**src/shared/mcs_pkg.sv**
```systemverilog
// Constants shared by the microphone calibration sequencer
package mcs_pkg;
    // Register offsets
    localparam logic [7:0] ADR_STATUS    = 8'h0e;
    localparam logic [7:0] ADR_BAND      = 8'h0f;
    localparam logic [7:0] ADR_CHAN      = 8'h10;
    localparam logic [7:0] ADR_STORE     = 8'h11;
    localparam logic [7:0] ADR_START     = 8'h12;
    // Field positions
    localparam int START_BIT     = 0;
    localparam int ONE_TONE_BIT  = 1;
    localparam int STROBE_N_BIT  = 7;
    localparam int READY_BIT     = 7;
    // Reset values
    localparam logic [7:0] START_RST = 8'h00;
    localparam logic [7:0] STORE_RST = 8'h80;
    localparam logic [7:0] COMP_RST  = 8'h88;
    localparam logic [6:0] TRIM_RST  = 7'h00;
    // Timing in ms from calibration start
    localparam logic [9:0] T_ST1_MS  = 10'd10;
    localparam logic [9:0] T_ET1_MS  = 10'd200;
    localparam logic [9:0] T_ST2_MS  = 10'd210;
    localparam logic [9:0] T_ET2_MS  = 10'd400;
    localparam logic [9:0] T_ST3_MS  = 10'd410;
    localparam logic [9:0] T_ET3_MS  = 10'd600;
    localparam logic [9:0] T_CC_MS   = 10'd790;
    // Clock and derived cycles per millisecond
    localparam int CLK_PERIOD_PS = 10000;
    localparam int MS_PS         = 1000000000;
    localparam int CYC_PER_MS    = MS_PS / CLK_PERIOD_PS;
    // Sequencer states
    typedef enum logic [1:0] {
        ST_IDLE,
        ST_RUN,
        ST_DONE,
        ST_STORE
    } mcs_state_t;
endpackage : mcs_pkg

```
**src/shared/mcs_tmr_if.sv**
```systemverilog
// Link between the sequencer and its millisecond timer
`timescale 1ns/1ps
interface mcs_tmr_if;
    logic       run;
    logic [9:0] ms;
    logic       ms_tick;
    modport tmr (input run, output ms, output ms_tick);
    modport ctl (output run, input ms, input ms_tick);
endinterface : mcs_tmr_if

```
**src/logic/mcs_timer.sv**
```systemverilog
// Millisecond time base counting from calibration start
`timescale 1ns/1ps
module mcs_timer #(
    parameter int CYC_PER_MS = mcs_pkg::CYC_PER_MS
) (
    input  wire logic sys_clk,
    input  wire logic rst_n,
    mcs_tmr_if.tmr    t
);
    logic [16:0] div;
    logic        wrap;
    assign wrap = (div == 17'(CYC_PER_MS - 1));

    // Divider cleared while idle so every run starts at 0 ms
    always_ff @(posedge sys_clk) begin
        if (!rst_n || !t.run) begin
            div       <= 17'h0;
            t.ms_tick <= 1'b0;
        end else begin
            div       <= wrap ? 17'h0 : div + 17'h1;
            t.ms_tick <= wrap;
        end
    end

    // Saturating ms count; stops short of wrapping back into a window
    always_ff @(posedge sys_clk) begin
        if (!rst_n || !t.run) begin
            t.ms <= 10'h0;
        end else if (t.ms_tick && t.ms != 10'h3ff) begin
            t.ms <= t.ms + 10'h1;
        end
    end
endmodule : mcs_timer

```
**src/logic/mcs_top.sv**
```systemverilog
// Calibration sequencer: start control, tone windows, result store
`timescale 1ns/1ps
module mcs_top #(
    parameter int         CYC_PER_MS = mcs_pkg::CYC_PER_MS,
    parameter logic [6:0] TRIM_INIT  = mcs_pkg::TRIM_RST
) (
    input  wire logic       sys_clk,
    input  wire logic       rst_n,
    input  wire logic       cal_request_pin,
    input  wire logic       store_permit_pin,
    input  wire logic       aux_programming_pin,
    input  wire logic       meas_valid,
    input  wire logic [7:0] meas_code,
    input  wire logic [7:0] reg_addr,
    input  wire logic       reg_wr,
    input  wire logic       reg_rd,
    input  wire logic [7:0] reg_wdata,
    output logic      [7:0] reg_rdata,
    input  wire logic       nvm_prog_done,
    output logic            nvm_prog_start,
    output logic            nvm_write_strobe_n,
    output logic     [15:0] nvm_wr_data,
    output logic            cal_active
);
    mcs_tmr_if tif ();
    mcs_timer #(.CYC_PER_MS(CYC_PER_MS)) u_tmr (
        .sys_clk (sys_clk),
        .rst_n   (rst_n),
        .t       (tif)
    );

    mcs_pkg::mcs_state_t st;
    mcs_pkg::mcs_state_t next_st;
    logic [7:0] start_ctl;
    logic [7:0] band;
    logic [7:0] chan;
    logic [7:0] store_ctl;
    logic       ready;
    logic [7:0] res_band;
    logic [7:0] res_chan;
    logic       src_pin;
    logic       permit_ok;
    logic       in_store_d;
    logic [2:0] cal_sy;
    logic [1:0] pe_sy;
    logic [1:0] aux_sy;
    logic [2:0] mv_sy;
    logic [7:0] mc_s1;
    logic [7:0] mc_s2;

    // Window test reused for all three tones
    function automatic logic in_win(input logic [9:0] ms,
                                    input logic [9:0] lo,
                                    input logic [9:0] hi);
        in_win = (ms >= lo) && (ms < hi);
    endfunction : in_win

    // Pins and analog estimator are asynchronous: two flops first
    always_ff @(posedge sys_clk) begin
        if (!rst_n) begin
            cal_sy <= 3'h0;
            pe_sy  <= 2'h0;
            aux_sy <= 2'h0;
            mv_sy  <= 3'h0;
            mc_s1  <= 8'h00;
            mc_s2  <= 8'h00;
        end else begin
            cal_sy <= {cal_sy[1:0], cal_request_pin};
            pe_sy  <= {pe_sy[0], store_permit_pin};
            aux_sy <= {aux_sy[0], aux_programming_pin};
            mv_sy  <= {mv_sy[1:0], meas_valid};
            mc_s1  <= meas_code;
            mc_s2  <= mc_s1;
        end
    end

    // Decoded strobes and conditions
    wire w_start   = reg_wr && reg_addr == mcs_pkg::ADR_START;
    wire w_band    = reg_wr && reg_addr == mcs_pkg::ADR_BAND;
    wire w_chan    = reg_wr && reg_addr == mcs_pkg::ADR_CHAN;
    wire w_store   = reg_wr && reg_addr == mcs_pkg::ADR_STORE;
    wire bit_start = start_ctl[mcs_pkg::START_BIT];
    wire one_tone  = start_ctl[mcs_pkg::ONE_TONE_BIT];
    wire pe_s      = pe_sy[1];
    wire cal_s     = cal_sy[1];
    wire cal_rise  = cal_sy[1] && !cal_sy[2];
    wire bit_rise  = w_start && reg_wdata[mcs_pkg::START_BIT] && !bit_start;
    wire pin_go    = cal_rise && !bit_start;
    wire run_cond  = src_pin ? cal_s : bit_start;
    wire [9:0] ms  = tif.ms;
    wire win1      = in_win(ms, mcs_pkg::T_ST1_MS, mcs_pkg::T_ET1_MS);
    wire win2      = in_win(ms, mcs_pkg::T_ST2_MS, mcs_pkg::T_ET2_MS);
    wire win3      = in_win(ms, mcs_pkg::T_ST3_MS, mcs_pkg::T_ET3_MS);
    wire meas_take = mv_sy[1] && !mv_sy[2];
    wire take_ok   = meas_take && st == mcs_pkg::ST_RUN;
    wire cal_end   = st == mcs_pkg::ST_RUN && ms >= mcs_pkg::T_CC_MS;
    wire manual_go = w_store && !reg_wdata[mcs_pkg::STROBE_N_BIT]
                     && store_ctl[mcs_pkg::STROBE_N_BIT]
                     && pe_s && aux_sy[1];
    wire strobe_up = w_store && reg_wdata[mcs_pkg::STROBE_N_BIT];

    assign tif.run = st == mcs_pkg::ST_RUN;

    // Sequencer; a dropped start before 790 ms aborts without commit
    always_comb begin
        next_st = st;
        case (st)
            mcs_pkg::ST_IDLE: begin
                if (pin_go || bit_rise) begin
                    next_st = mcs_pkg::ST_RUN;
                end else if (manual_go) begin
                    next_st = mcs_pkg::ST_STORE;
                end
            end
            mcs_pkg::ST_RUN: begin
                if (!run_cond) begin
                    next_st = mcs_pkg::ST_IDLE;
                end else if (cal_end) begin
                    next_st = permit_ok ? mcs_pkg::ST_STORE
                                        : mcs_pkg::ST_DONE;
                end
            end
            mcs_pkg::ST_DONE: begin
                if (!run_cond) begin
                    next_st = mcs_pkg::ST_IDLE;
                end
            end
            mcs_pkg::ST_STORE: begin
                if (nvm_prog_done) begin
                    next_st = mcs_pkg::ST_DONE;
                end
            end
            default: next_st = mcs_pkg::ST_IDLE;
        endcase
    end

    // State, start source and permit tracking over the whole run
    always_ff @(posedge sys_clk) begin
        if (!rst_n) begin
            st        <= mcs_pkg::ST_IDLE;
            src_pin   <= 1'b0;
            permit_ok <= 1'b0;
        end else begin
            st <= next_st;
            if (st == mcs_pkg::ST_IDLE) begin
                src_pin   <= pin_go;
                permit_ok <= pe_s;
            end else if (st == mcs_pkg::ST_RUN && !pe_s) begin
                permit_ok <= 1'b0;
            end
        end
    end

    // Results per window; gaps and out-of-window input dropped
    always_ff @(posedge sys_clk) begin
        if (!rst_n || st == mcs_pkg::ST_IDLE) begin
            res_band <= band;
            res_chan <= chan;
        end else if (take_ok && win1) begin
            res_chan <= mc_s2;
        end else if (take_ok && win2) begin
            res_band[7:4] <= mc_s2[3:0];
        end else if (take_ok && win3) begin
            res_band[3:0] <= mc_s2[3:0];
        end
    end

    // Register file; commit at sequence end takes priority
    always_ff @(posedge sys_clk) begin
        if (!rst_n) begin
            start_ctl <= mcs_pkg::START_RST;
            band      <= mcs_pkg::COMP_RST;
            chan      <= mcs_pkg::COMP_RST;
            store_ctl <= mcs_pkg::STORE_RST;
        end else begin
            if (w_start) begin
                start_ctl <= {6'h00, reg_wdata[1:0]};
            end
            if (cal_end && run_cond) begin
                chan <= res_chan;
                if (!one_tone) begin
                    band <= res_band;
                end
            end else begin
                if (w_band) begin
                    band <= reg_wdata;
                end
                if (w_chan) begin
                    chan <= reg_wdata;
                end
            end
            if (w_store) begin
                store_ctl <= reg_wdata;
            end
        end
    end

    // Ready flag: set by completion wins over the host's restore
    always_ff @(posedge sys_clk) begin
        if (!rst_n) begin
            ready <= 1'b0;
        end else if (st == mcs_pkg::ST_STORE && nvm_prog_done) begin
            ready <= 1'b1;
        end else if (strobe_up || next_st == mcs_pkg::ST_STORE) begin
            ready <= 1'b0;
        end
    end

    // Read data mux, unmapped addresses read zero
    logic [7:0] rd_mux;
    always_comb begin
        case (reg_addr)
            mcs_pkg::ADR_STATUS: rd_mux = {ready, TRIM_INIT};
            mcs_pkg::ADR_BAND:   rd_mux = band;
            mcs_pkg::ADR_CHAN:   rd_mux = chan;
            mcs_pkg::ADR_STORE:  rd_mux = store_ctl;
            mcs_pkg::ADR_START:  rd_mux = start_ctl;
            default:             rd_mux = 8'h00;
        endcase
    end

    // Store entry marker; kick waits one cycle so the commit has landed
    always_ff @(posedge sys_clk) begin
        if (!rst_n) begin
            in_store_d <= 1'b0;
        end else begin
            in_store_d <= st == mcs_pkg::ST_STORE;
        end
    end

    // Registered outputs
    always_ff @(posedge sys_clk) begin
        if (!rst_n) begin
            reg_rdata          <= 8'h00;
            nvm_prog_start     <= 1'b0;
            nvm_write_strobe_n <= 1'b1;
            nvm_wr_data        <= 16'h0000;
            cal_active         <= 1'b0;
        end else begin
            if (reg_rd) begin
                reg_rdata <= rd_mux;
            end
            nvm_prog_start <= st == mcs_pkg::ST_STORE
                              && !in_store_d;
            nvm_write_strobe_n <= store_ctl[mcs_pkg::STROBE_N_BIT];
            nvm_wr_data        <= {band, chan};
            cal_active         <= st == mcs_pkg::ST_RUN;
        end
    end
endmodule : mcs_top

```
**config.mk**
```make
export PLATFORM = sky130hd
export DESIGN_NAME = mcs_top
export DESIGN_NICKNAME = d
export VERILOG_FILES = /design/src/shared/mcs_pkg.sv /design/src/shared/mcs_tmr_if.sv /design/src/logic/mcs_timer.sv /design/src/logic/mcs_top.sv
export SDC_FILE = /design/constraint.sdc
export NUM_CORES = 1
export LEC_CHECK = 0
export BUFFER_PORTS_ARGS = -buffer_cell sky130_fd_sc_hd__buf_2
export CORE_MARGIN = 1.5
export CORE_UTILIZATION = 55
export CTS_BUF_LIST = sky130_fd_sc_hd__clkbuf_16
export DETAILED_ROUTE_END_ITERATION = 8
export HOLD_SLACK_MARGIN = 0.02
export PLACE_DENSITY = 0.74
export SLEW_MARGIN = 10
export SYNTH_ARGS = -nofsm -noshare
export SYNTH_HDL_FRONTEND = slang
export SYNTH_SLANG_ARGS = --single-unit
```
**constraint.sdc**
```tcl
create_clock -name sys_clk -period 3.1 [get_ports sys_clk]
set_clock_uncertainty 0.05 [all_clocks]
set_input_delay 0.465 -clock sys_clk [delete_from_list [all_inputs] [get_ports sys_clk]]
set_output_delay 0.465 -clock sys_clk [all_outputs]
set_load 0.05 [all_outputs]
```
==> run metrics, run 1 <==
max_slew headroom 23.65%; I/O Pins 60; largest registers u_tmr.div (17), nvm_wr_data (16), u_tmr.t.ms (10); CP max FO 8; Cell variety after synth between 60 and 70; DRC 0; met3 usage about 5.6%; synthesized cell area a little over 5000 sq um; ys flop type dfxtp_1; grt met1 use between 20 and 30%; Max Slew Vio Count 0; antenna violations before repair 0; Mapped Cells about 530; Endpoint, Worst Hold mc_s1[4]; max reg flops 17; Psw about 800 uW; Worst EP arrival ~2.4 ns; RR Endpoint res_chan[1]; final setup fails 0; setup ws final between 0.7 and 0.8 ns; VDD IR max ~0.34 mV; Min-Delay Path Class input pin to register; status completed; number of port buffers 59; H-tree Lvls 4; Worst Setup Start Kind register; RSZ-0062 raised after global routing false; Finished Cell Area a little over 6000 sq um; M2 GR Usage between 30% and 40%; crit path kind register to register; power share of the clock group between 50% and 60%; placed instance area about 5500 sq um; grt peak-use layer met2; die width ~100 microns; CTS Buf Count 17; Place WS roughly 0.73 ns; cell row count 35; crit-path max cell delay between 0.8 and 0.9 ns; internal power 2999 uW; count of max-cap constraint violations 0; Yosys warning total 0; CTS tree built; Seq cells post-synth about 130; post_cts resized 0; die footprint roughly 10000 sq um; Power Total 3811 uW; FFs w/ async S/R, synth 0%; Avg Inst Size Synth a little under 10 sq um; worst-skew pair later-pin latency 0.41 ns; share of cells above drive strength 1 between 10% and 20%; Setup TNS Final 0 ns; count leader, synth dfxtp_1; core area slightly above 9000 sq um; Area growth syn-to-layout 17.82%; clock tree sinks around 130; Max Fclk ~420 MHz; crit-path leading delay family compound AO/OA/AOI/OAI gates; largest cells by area after synthesis dfxtp_1, edfxtp_1, and2_1, nand2_1, nor2_1; Setup Buffers After CTS 0; nets@finish ~620; worst reg2reg path depth 5; WHS Path Cells 2; Setup crit end kind register; largest area contributor in the netlist dfxtp_1; Vias/cell roughly 5.5; root buffer cell clkbuf_16; hold_buf cts 0; LEAKAGE ~0.0026 uW; grt total ovfl 0; Die H 100.2 microns; router iterations before antenna repair 5; fin crit period roughly 2.4 ns; Clock Path Buffers 2; worst-margin pin slew between 1 and 1.5 ns; GP Congestion roughly 0.9; FF-to-FF Start st[0]; via count 3897; crit-path cells and2b_2, nand3b_1, nor2_1, o211ai_1, o21ai_0; largest net degree at the start of global routing between 50 and 60; flop2flop setup slack around 0.71 ns; Largest Register u_tmr.div; number of synthesized flops with an enable pin 16; # diodes 0; final hold vios 0; Tcrit/Tclk final roughly 77%; worst path bufs/invs 0; post-synthesis sequential area ratio ~53%; hold_sp meas_code[4]; PD cells 622.6 nW/um^2; syn nets around 570; Detail Placement HPWL between 7000 and 8000 microns; synth cell count leaders dfxtp_1, nand2_1, and2_1; Starting Density a little under three fifths; clock slew at reported path FFs approximately 0.06 ns; sw frac between 20% and 30%; number of global-route vias before repair ~3700; part of the power in registers around 45%; post-DR wirelength/cell about 14 microns; DRT iter0 DRCs 215; share of the synthesized area in the top cell type 43.55%; Detail Route Antenna Nets 0; share of power burned in combinational logic ~2.9%; drt total wl 10260 microns; CP max stage cell o21ai_0; first-pass GRT wire length roughly 17000 microns; WP data required between 3 and 4 ns; GRT Total Usage a little over a fifth
-- power by group through the flow --
stage | clock network, uW | registers (uW) | logic, uW
6_report | 1980 | 1720 | 110
3_5_place_dp | 0 | 1760 | 109
4_1_cts | 2020 | 1720 | 111
3_3_place_gp | 0 | 1760 | 108
2_1_floorplan | 0 | 1770 | 54.5
5_1_grt | 2090 | 1720 | 121
-- cells by family after synthesis --
| kind of cell | count (synthesis) | synth area share (%) |
|---|---|---|
| AOI/OAI and AO/OA | 91 | 12.43 |
| xor gates and xnor gates | 23 | 3.878 |
| adders and majority gates | 3 | 0.7226 |
| buffers and inverters | 38 | 3.396 |
| DFF | 129 | 52.79 |
| muxes | 16 | 3.131 |
| and+or+nand+nor | 232 | 23.65 |
-- stage by stage --
stage / hold slack (ns) / utilization, % / instances
after floorplan: 0.3174 / - / 532
after global placement: 0.3202 / 60.03 / 678
after detailed placement: 0.3250 / 60.03 / 678
after CTS: 0.1967 / 66.56 / 709
after global routing: 0.2007 / 66.56 / 709
final: 0.2114 / 66.56 / 709
-- worst max-delay path by stage --
stage           from          end  slack [ns]  cells after the start
2_1_floorplan  st[1]  res_chan[0]        1.05                      6
3_3_place_gp   st[1]  res_chan[5]        0.85                      5
3_5_place_dp   st[0]  res_chan[5]        0.73                      5
4_1_cts        st[0]  res_chan[1]        0.71                      5
5_1_grt        st[0]  res_chan[1]        0.50                      5
6_report       st[0]  res_chan[1]        0.71                      5
-- cell usage in the layout, fill, tap and decap left out, types with 4 or more instances in the layout --
cell type / count
edfxtp_1: 16
nor3_1: 5
o21ai_0: 27
buf_4: 4
xor2_1: 12
o21a_1: 8
clkbuf_16: 18
nand3_1: 14
nor2_1: 45
and3_1: 6
inv_6: 5
dfxtp_1: 113
a21oi_1: 14
inv_1: 10
and2_1: 48
o221a_1: 5
mux2i_1: 14
nor2b_1: 14
buf_2: 59
nand4_1: 8
xnor2_1: 11
nand2_1: 64
-- worst register-to-register path: cells and delay by family (launching register included) --
family | cells | cell delay (ns)
compound gates | 2 | 0.97
simple gates | 3 | 0.51
flops | 1 | 0.46
-- final cells by class --
cell class | instances | area [sq um]
Clock buffer | 18 | 450.4
Clock inverter | 13 | 150.1
Fill cell | 743 | 3075
Inverter | 10 | 37.54
Multi-Input combinational cell | 365 | 2276
Sequential cell | 129 | 2743
Tap cell | 111 | 138.9
Timing Repair Buffer | 63 | 325.3
-- routing by layer --
layer	vias to the layer above	share of wire (%)
met1	1815	46
met2	115	48
met3	8	4.6
met5	-	0
li1	1959	-
met4	0	0.99
(Power assumes the default switching activity.)
==> inputs of run 2 (changes only) <==
ABC_AREA = 1   (was default)
CORE_UTILIZATION = 52   (was 55)
PLACE_DENSITY = 0.73   (was 0.74)
clock period = 2 ns   (was 3.1 ns; I/O delays follow)
==> run 2 against run 1 <==
  * Clock power increased by 45%
  * Highest routed layer unchanged
  * Via count increased by 22%
  * Final cell count increased by 33%
  * Critical endpoint is now res_chan[2]
  * Sequential power increased by 55%
  * Synthesized cell count increased by 34%
==> run metrics, run 2 <==
post-DR wirelength/cell around 13 microns; grt total ovfl 0; clock tree sinks 129; CTS Buf Count 17; largest cells by area after synthesis dfxtp_1, nand2_1, edfxtp_1, inv_1, nor2_1; die width between 100 and 150 microns; core area between 10000 and 15000 sq um; share of the synthesized area in the top cell type about two fifths; post-route insts no fill roughly 940; GP Congestion around 0.93; die footprint between 10000 and 15000 sq um; GRT Total Usage 23.06%; router iterations before antenna repair 5; nets@finish 832; Largest Register u_tmr.div; synth cell count leaders nand2_1, dfxtp_1, inv_1; max reg flops 17; syn nets 749; Worst EP arrival about 1.9 ns; post-synthesis sequential area ratio between 50% and 60%; largest net degree at the start of global routing 67; Worst Setup Start Kind register; cell row count 37; commonest non-fill, non-tap cell in the layout nand2_1; number of synthesized flops with an enable pin 16; LEAKAGE around 0.0031 uW; max_slew headroom between 50% and 60%; fin crit period roughly 1.8 ns; largest area contributor in the netlist dfxtp_1; Tcrit/Tclk final ~91%; final setup fails 0; Place WS -0.2346 ns; CTS tree built; final hold vios 0; Vias/cell approximately 5.0; Hold Slack approximately 0.032 ns; status completed; CP max FO 8; Detail Route Antenna Nets 0; share of cells above drive strength 1 between 10% and 20%; Setup crit end kind register; H-tree Lvls 4; placed instance area ~5900 sq um; worst-margin pin slew 0.7229 ns; Min-Delay Path Class input pin to register; I/O Pins 60; Die H between 100 and 150 microns; Finished Cell Area about 6500 sq um; Starting Density approximately 53%; Seq cells post-synth around 130; number of port buffers just under 60; WP data required about 2.0 ns; DRC 0; commonest cells after routing, fill and taps aside nand2_1, dfxtp_1, inv_1; Max Fclk 549.6 MHz; Mapped Cells 713; worst-skew pair later-pin latency 0.41 ns; FFs w/ async S/R, synth 0%; count leader, synth nand2_1; crit path kind register to register; Cell variety after synth 40; largest registers u_tmr.div (17), nvm_wr_data (16), u_tmr.t.ms (10); drt total wl between 10000 and 15000 microns; count of max-cap constraint violations 0; Setup TNS Final 0 ns; number of global-route vias before repair about 4400; setup ws final between 0.15 and 0.2 ns; # diodes 0; Avg Inst Size Synth roughly 7.6 sq um; root buffer cell clkbuf_16; ys flop type dfxtp_1; Max Slew Vio Count 0; antenna violations before repair 0; first-pass GRT wire length ~20000 microns; via count ~4700; Clock Path Buffers 2; clock slew at reported path FFs 0.05 ns; RSZ-0062 raised after global routing false; DRT iter0 DRCs 268; # fillers 889; Detail Placement HPWL approximately 8600 microns; Area growth syn-to-layout 20.97%; VDD IR max 0.6626 mV; synthesized cell area about 5400 sq um; Placed Cells 900; Yosys warning total 0; PD cells 878.4 nW/um^2
-- run 2: cells by family (layout without fill, tap and decap cells) --
logic type      Yosys count  in the layout  share of synthesized area (%)
buf+inv                 134            228                          9.942
simple gates            330            331                          26.34
xor+xnor                 10             10                          1.619
fa+ha+maj                 3              3                         0.6937
flops                   129            129                          50.68
compound gates          107            107                          10.73
-- run 2: power breakdown --
group | switching (uW) | internal [uW]
Sequential | 12.9 | 2660
Clock | 1030 | 1850
Combinational | 131 | 69.7
Total | 1170 | 4580
-- run 2: critical path, cell delays in order, from the launching register on --
cell	delay (ns)
dfxtp_1	0.31
buf_4	0.14
inv_2	0.05
nand2_1	0.09
nor3b_1	0.22
inv_1	0.10
nor3_1	0.14
nand3_1	0.10
nand2_1	0.28
-- run 2: worst paths after layout --
path | startpoint | slack [ns] | cells past startpoint | end
min | meas_code[0] | 0.03 | 3 | mc_s1[0]
max | st[1] | 0.18 | 8 | res_chan[2]
min reg2reg | in_store_d | 0.34 | 1 | nvm_prog_start
max reg2reg | st[1] | 0.18 | 8 | res_chan[2]
-- run 2: stage by stage --
stage | utilization (%) | power (uW)
after floorplan | - | 2831
after global placement | 57.21 | 2907
after detailed placement | 57.21 | 2912
after CTS | 63.43 | 5784
after global routing | 63.98 | 5934
final | 63.98 | 5750
-- run 2: routing by layer --
metal / share of wire, % / global-route usage, %
met1: 43 / 27.10
met4: 3.8 / 12.92
met2: 48 / 38.19
met5: 0 / 0
met3: 5.1 / 5.989
-- run 2: area by class of cell --
class | instances | area (sq um) | share of cell area [%]
clock inverters | 13 | 103.9 | 1.586
clock buffers | 18 | 450.4 | 6.881
flip-flops and latches | 129 | 2745 | 41.93
inverters | 115 | 431.7 | 6.594
repair buffers | 82 | 491.7 | 7.511
well taps | 136 | 170.2 | 2.599
multi-input cells | 451 | 2153 | 32.89
-- run 2: what timing repair did --
item,in CTS,in global routing
pin swaps,0,1
hold endpoints to repair,8,0
gates resized for setup,1,6
hold buffers,8,0
setup endpoints to repair,13,11
buffers inserted,0,4
gates cloned,0,1
==> inputs of run 3 (changes only) <==
CORE_UTILIZATION = 50   (was 52)
PLACE_DENSITY = 0.7   (was 0.73)
REMOVE_ABC_BUFFERS = 1   (was default)
==> run 3 against run 2 <==
  * Via count fell by 2.2%
  * Clock-buffer cell count fell by 1
  * Fmax rose by 2.7%
  * Combinational power fell by 5%
  * Final cell count fell by 1.3%
  * Power fell by 3.4%
  * Critical path type unchanged
  * Largest power group unchanged
==> run metrics, run 3 (synthesis results as in run 2) <==
RSZ-0062 raised after global routing false; nets@finish between 800 and 900; Starting Density between 50% and 60%; Detail Placement HPWL between 8000 and 9000 microns; LEAKAGE approximately 0.0030 uW; DRC 0; Clock Path Buffers 2; number of global-route vias before repair ~4300; Vias/cell 4.979; worst-margin pin slew 0.6809 ns; die width between 100 and 150 microns; root buffer cell clkbuf_16; Largest Register u_tmr.div; grt met1 use about 28%; worst reg2reg path depth 11; commonest non-fill, non-tap cell in the layout nand2_1; first-pass GRT wire length just under 20000 microns; drt total wl around 12000 microns; final setup fails 0; GRT Total Usage between 20% and 30%; VDD IR max around 0.63 mV; Worst EP arrival roughly 2.0 ns; PD cells just under 900 nW/um^2; hold_sp meas_valid; clock tree sinks roughly 130; clock slew at reported path FFs approximately 0.05 ns; FF-to-FF Start u_tmr.t.ms[6]; max reg flops 17; flop2flop setup slack approximately 0.23 ns; max_slew headroom ~55%; CP max FO 12; share of cells above drive strength 1 16.21%; Detail Route Antenna Nets 0; cell row count 37; largest registers u_tmr.div (17), nvm_wr_data (16), u_tmr.t.ms (10); RR Endpoint band[7]; GP Congestion between 0.8 and 0.9; I/O Pins 60; # diodes 0; grt peak-use layer met2; crit-path cells nor2_1, nand2_1, nand2_1, nor2_4, nand2_4, inv_2, nand2_1, nand2_4, inv_2, nand2_1, nand3_1; grt total ovfl 0; die footprint 11460 sq um; Setup crit end kind register; status completed; Worst Setup Start Kind register; Max Slew Vio Count 0; final hold vios 0; Setup TNS Final 0 ns; number of port buffers approximately 60; Tcrit/Tclk final just under 90%; commonest cells after routing, fill and taps aside nand2_1, dfxtp_1, inv_1; crit path kind register to register; Min-Delay Path Class input pin to register; CP max stage cell dfxtp_1; CTS Buf Count 17; H-tree Lvls 4; core area ~10000 sq um; WHS Path Cells 3; DRT iter0 DRCs around 230; Endpoint, Worst Hold mv_sy[0]; post-DR wirelength/cell roughly 13 microns; Max Fclk about 560 MHz; crit-path max cell delay 0.46 ns; router iterations before antenna repair 5; via count about 4600; worst-skew pair later-pin latency ~0.41 ns; met3 usage 5.471%; count of max-cap constraint violations 0; WP data required about 2.2 ns; CTS tree built; Area growth syn-to-layout 18.13%; largest net degree at the start of global routing 67; M2 GR Usage 36.21%; most used cell, CP nand2_1; Die H roughly 110 microns; Hold Slack roughly 0.028 ns; fin crit period 1.771 ns; antenna violations before repair 0
run 3: cell count changes in the layout (fill, tap and decap cells not counted), moves of 2 or more:
| cell | change |
|---|---|
| buf_4 | -6 |
| bufinv_16 | -2 |
| clkinv_2 | +2 |
| clkinv_4 | +3 |
| clkinvlp_4 | +2 |
| dlygate4sd3_1 | -6 |
| inv_1 | -4 |
| inv_4 | +2 |
| nand2_2 | -2 |
| nor2_1 | +2 |
| nor2_2 | -2 |
run 3: through the flow:
step	instance area [sq um]	total power (uW)	std cells	worst slack (ns)	utilization (%)
global route	6392	5745	932	0.01131	61.37
global placement	5851	2908	898	0.2662	56.17
floorplan	5305	2814	694	0.05899	-
detailed placement	5851	2914	898	0.2153	56.17
finish	6392	5557	932	0.2288	61.37
CTS	6390	5606	932	0.1969	61.35
run 3: worst max-delay path: cells and delay by family (launching register included):
family | cells | cell delay, ns
flops | 1 | 0.46
buf+inv | 2 | 0.21
simple gates | 9 | 0.88
run 3: layout make-up:
class	count	area, sq um
Clock buffer	17	425.4
Tap cell	136	170.2
Multi-Input combinational cell	450	2131
Timing Repair Buffer	70	395.4
Sequential cell	129	2745
Clock inverter	15	93.84
Inverter	115	431.7
Fill cell	936	4024
run 3: worst max-delay path by stage:
stage / depth (start not counted) / start / endpoint / slack [ns]
after floorplan: 3 / rst_n / res_band[4] / 0.06
after global placement: 11 / u_tmr.t.ms[8] / band[3] / 0.27
after detailed placement: 11 / u_tmr.t.ms[8] / band[7] / 0.22
after CTS: 11 / u_tmr.t.ms[8] / band[7] / 0.20
after global routing: 11 / u_tmr.t.ms[6] / band[3] / 0.01
final: 11 / u_tmr.t.ms[6] / band[7] / 0.23
run 3: timing repair:
action	in CTS	in global routing
hold buffers	2	0
hold endpoints to repair	2	0
endpoints found under the setup margin	0	6
setup buffers	0	0
gates resized for setup	0	2
run 3: routing by layer:
metal  up-vias  share of wire [%]
met5         -                  0
met4         0                1.1
met3        11                5.6
met2       130                 48
met1      2114                 45
li1       2385                  -
run 3: where the power goes:
part / leakage, uW / switching [uW] / total (uW) / internal, uW
registers: 0.00110 / 13.3 / 2670 / 2660
clock network: 0.000256 / 1130 / 2700 / 1570
logic: 0.00164 / 129 / 191 / 62.0
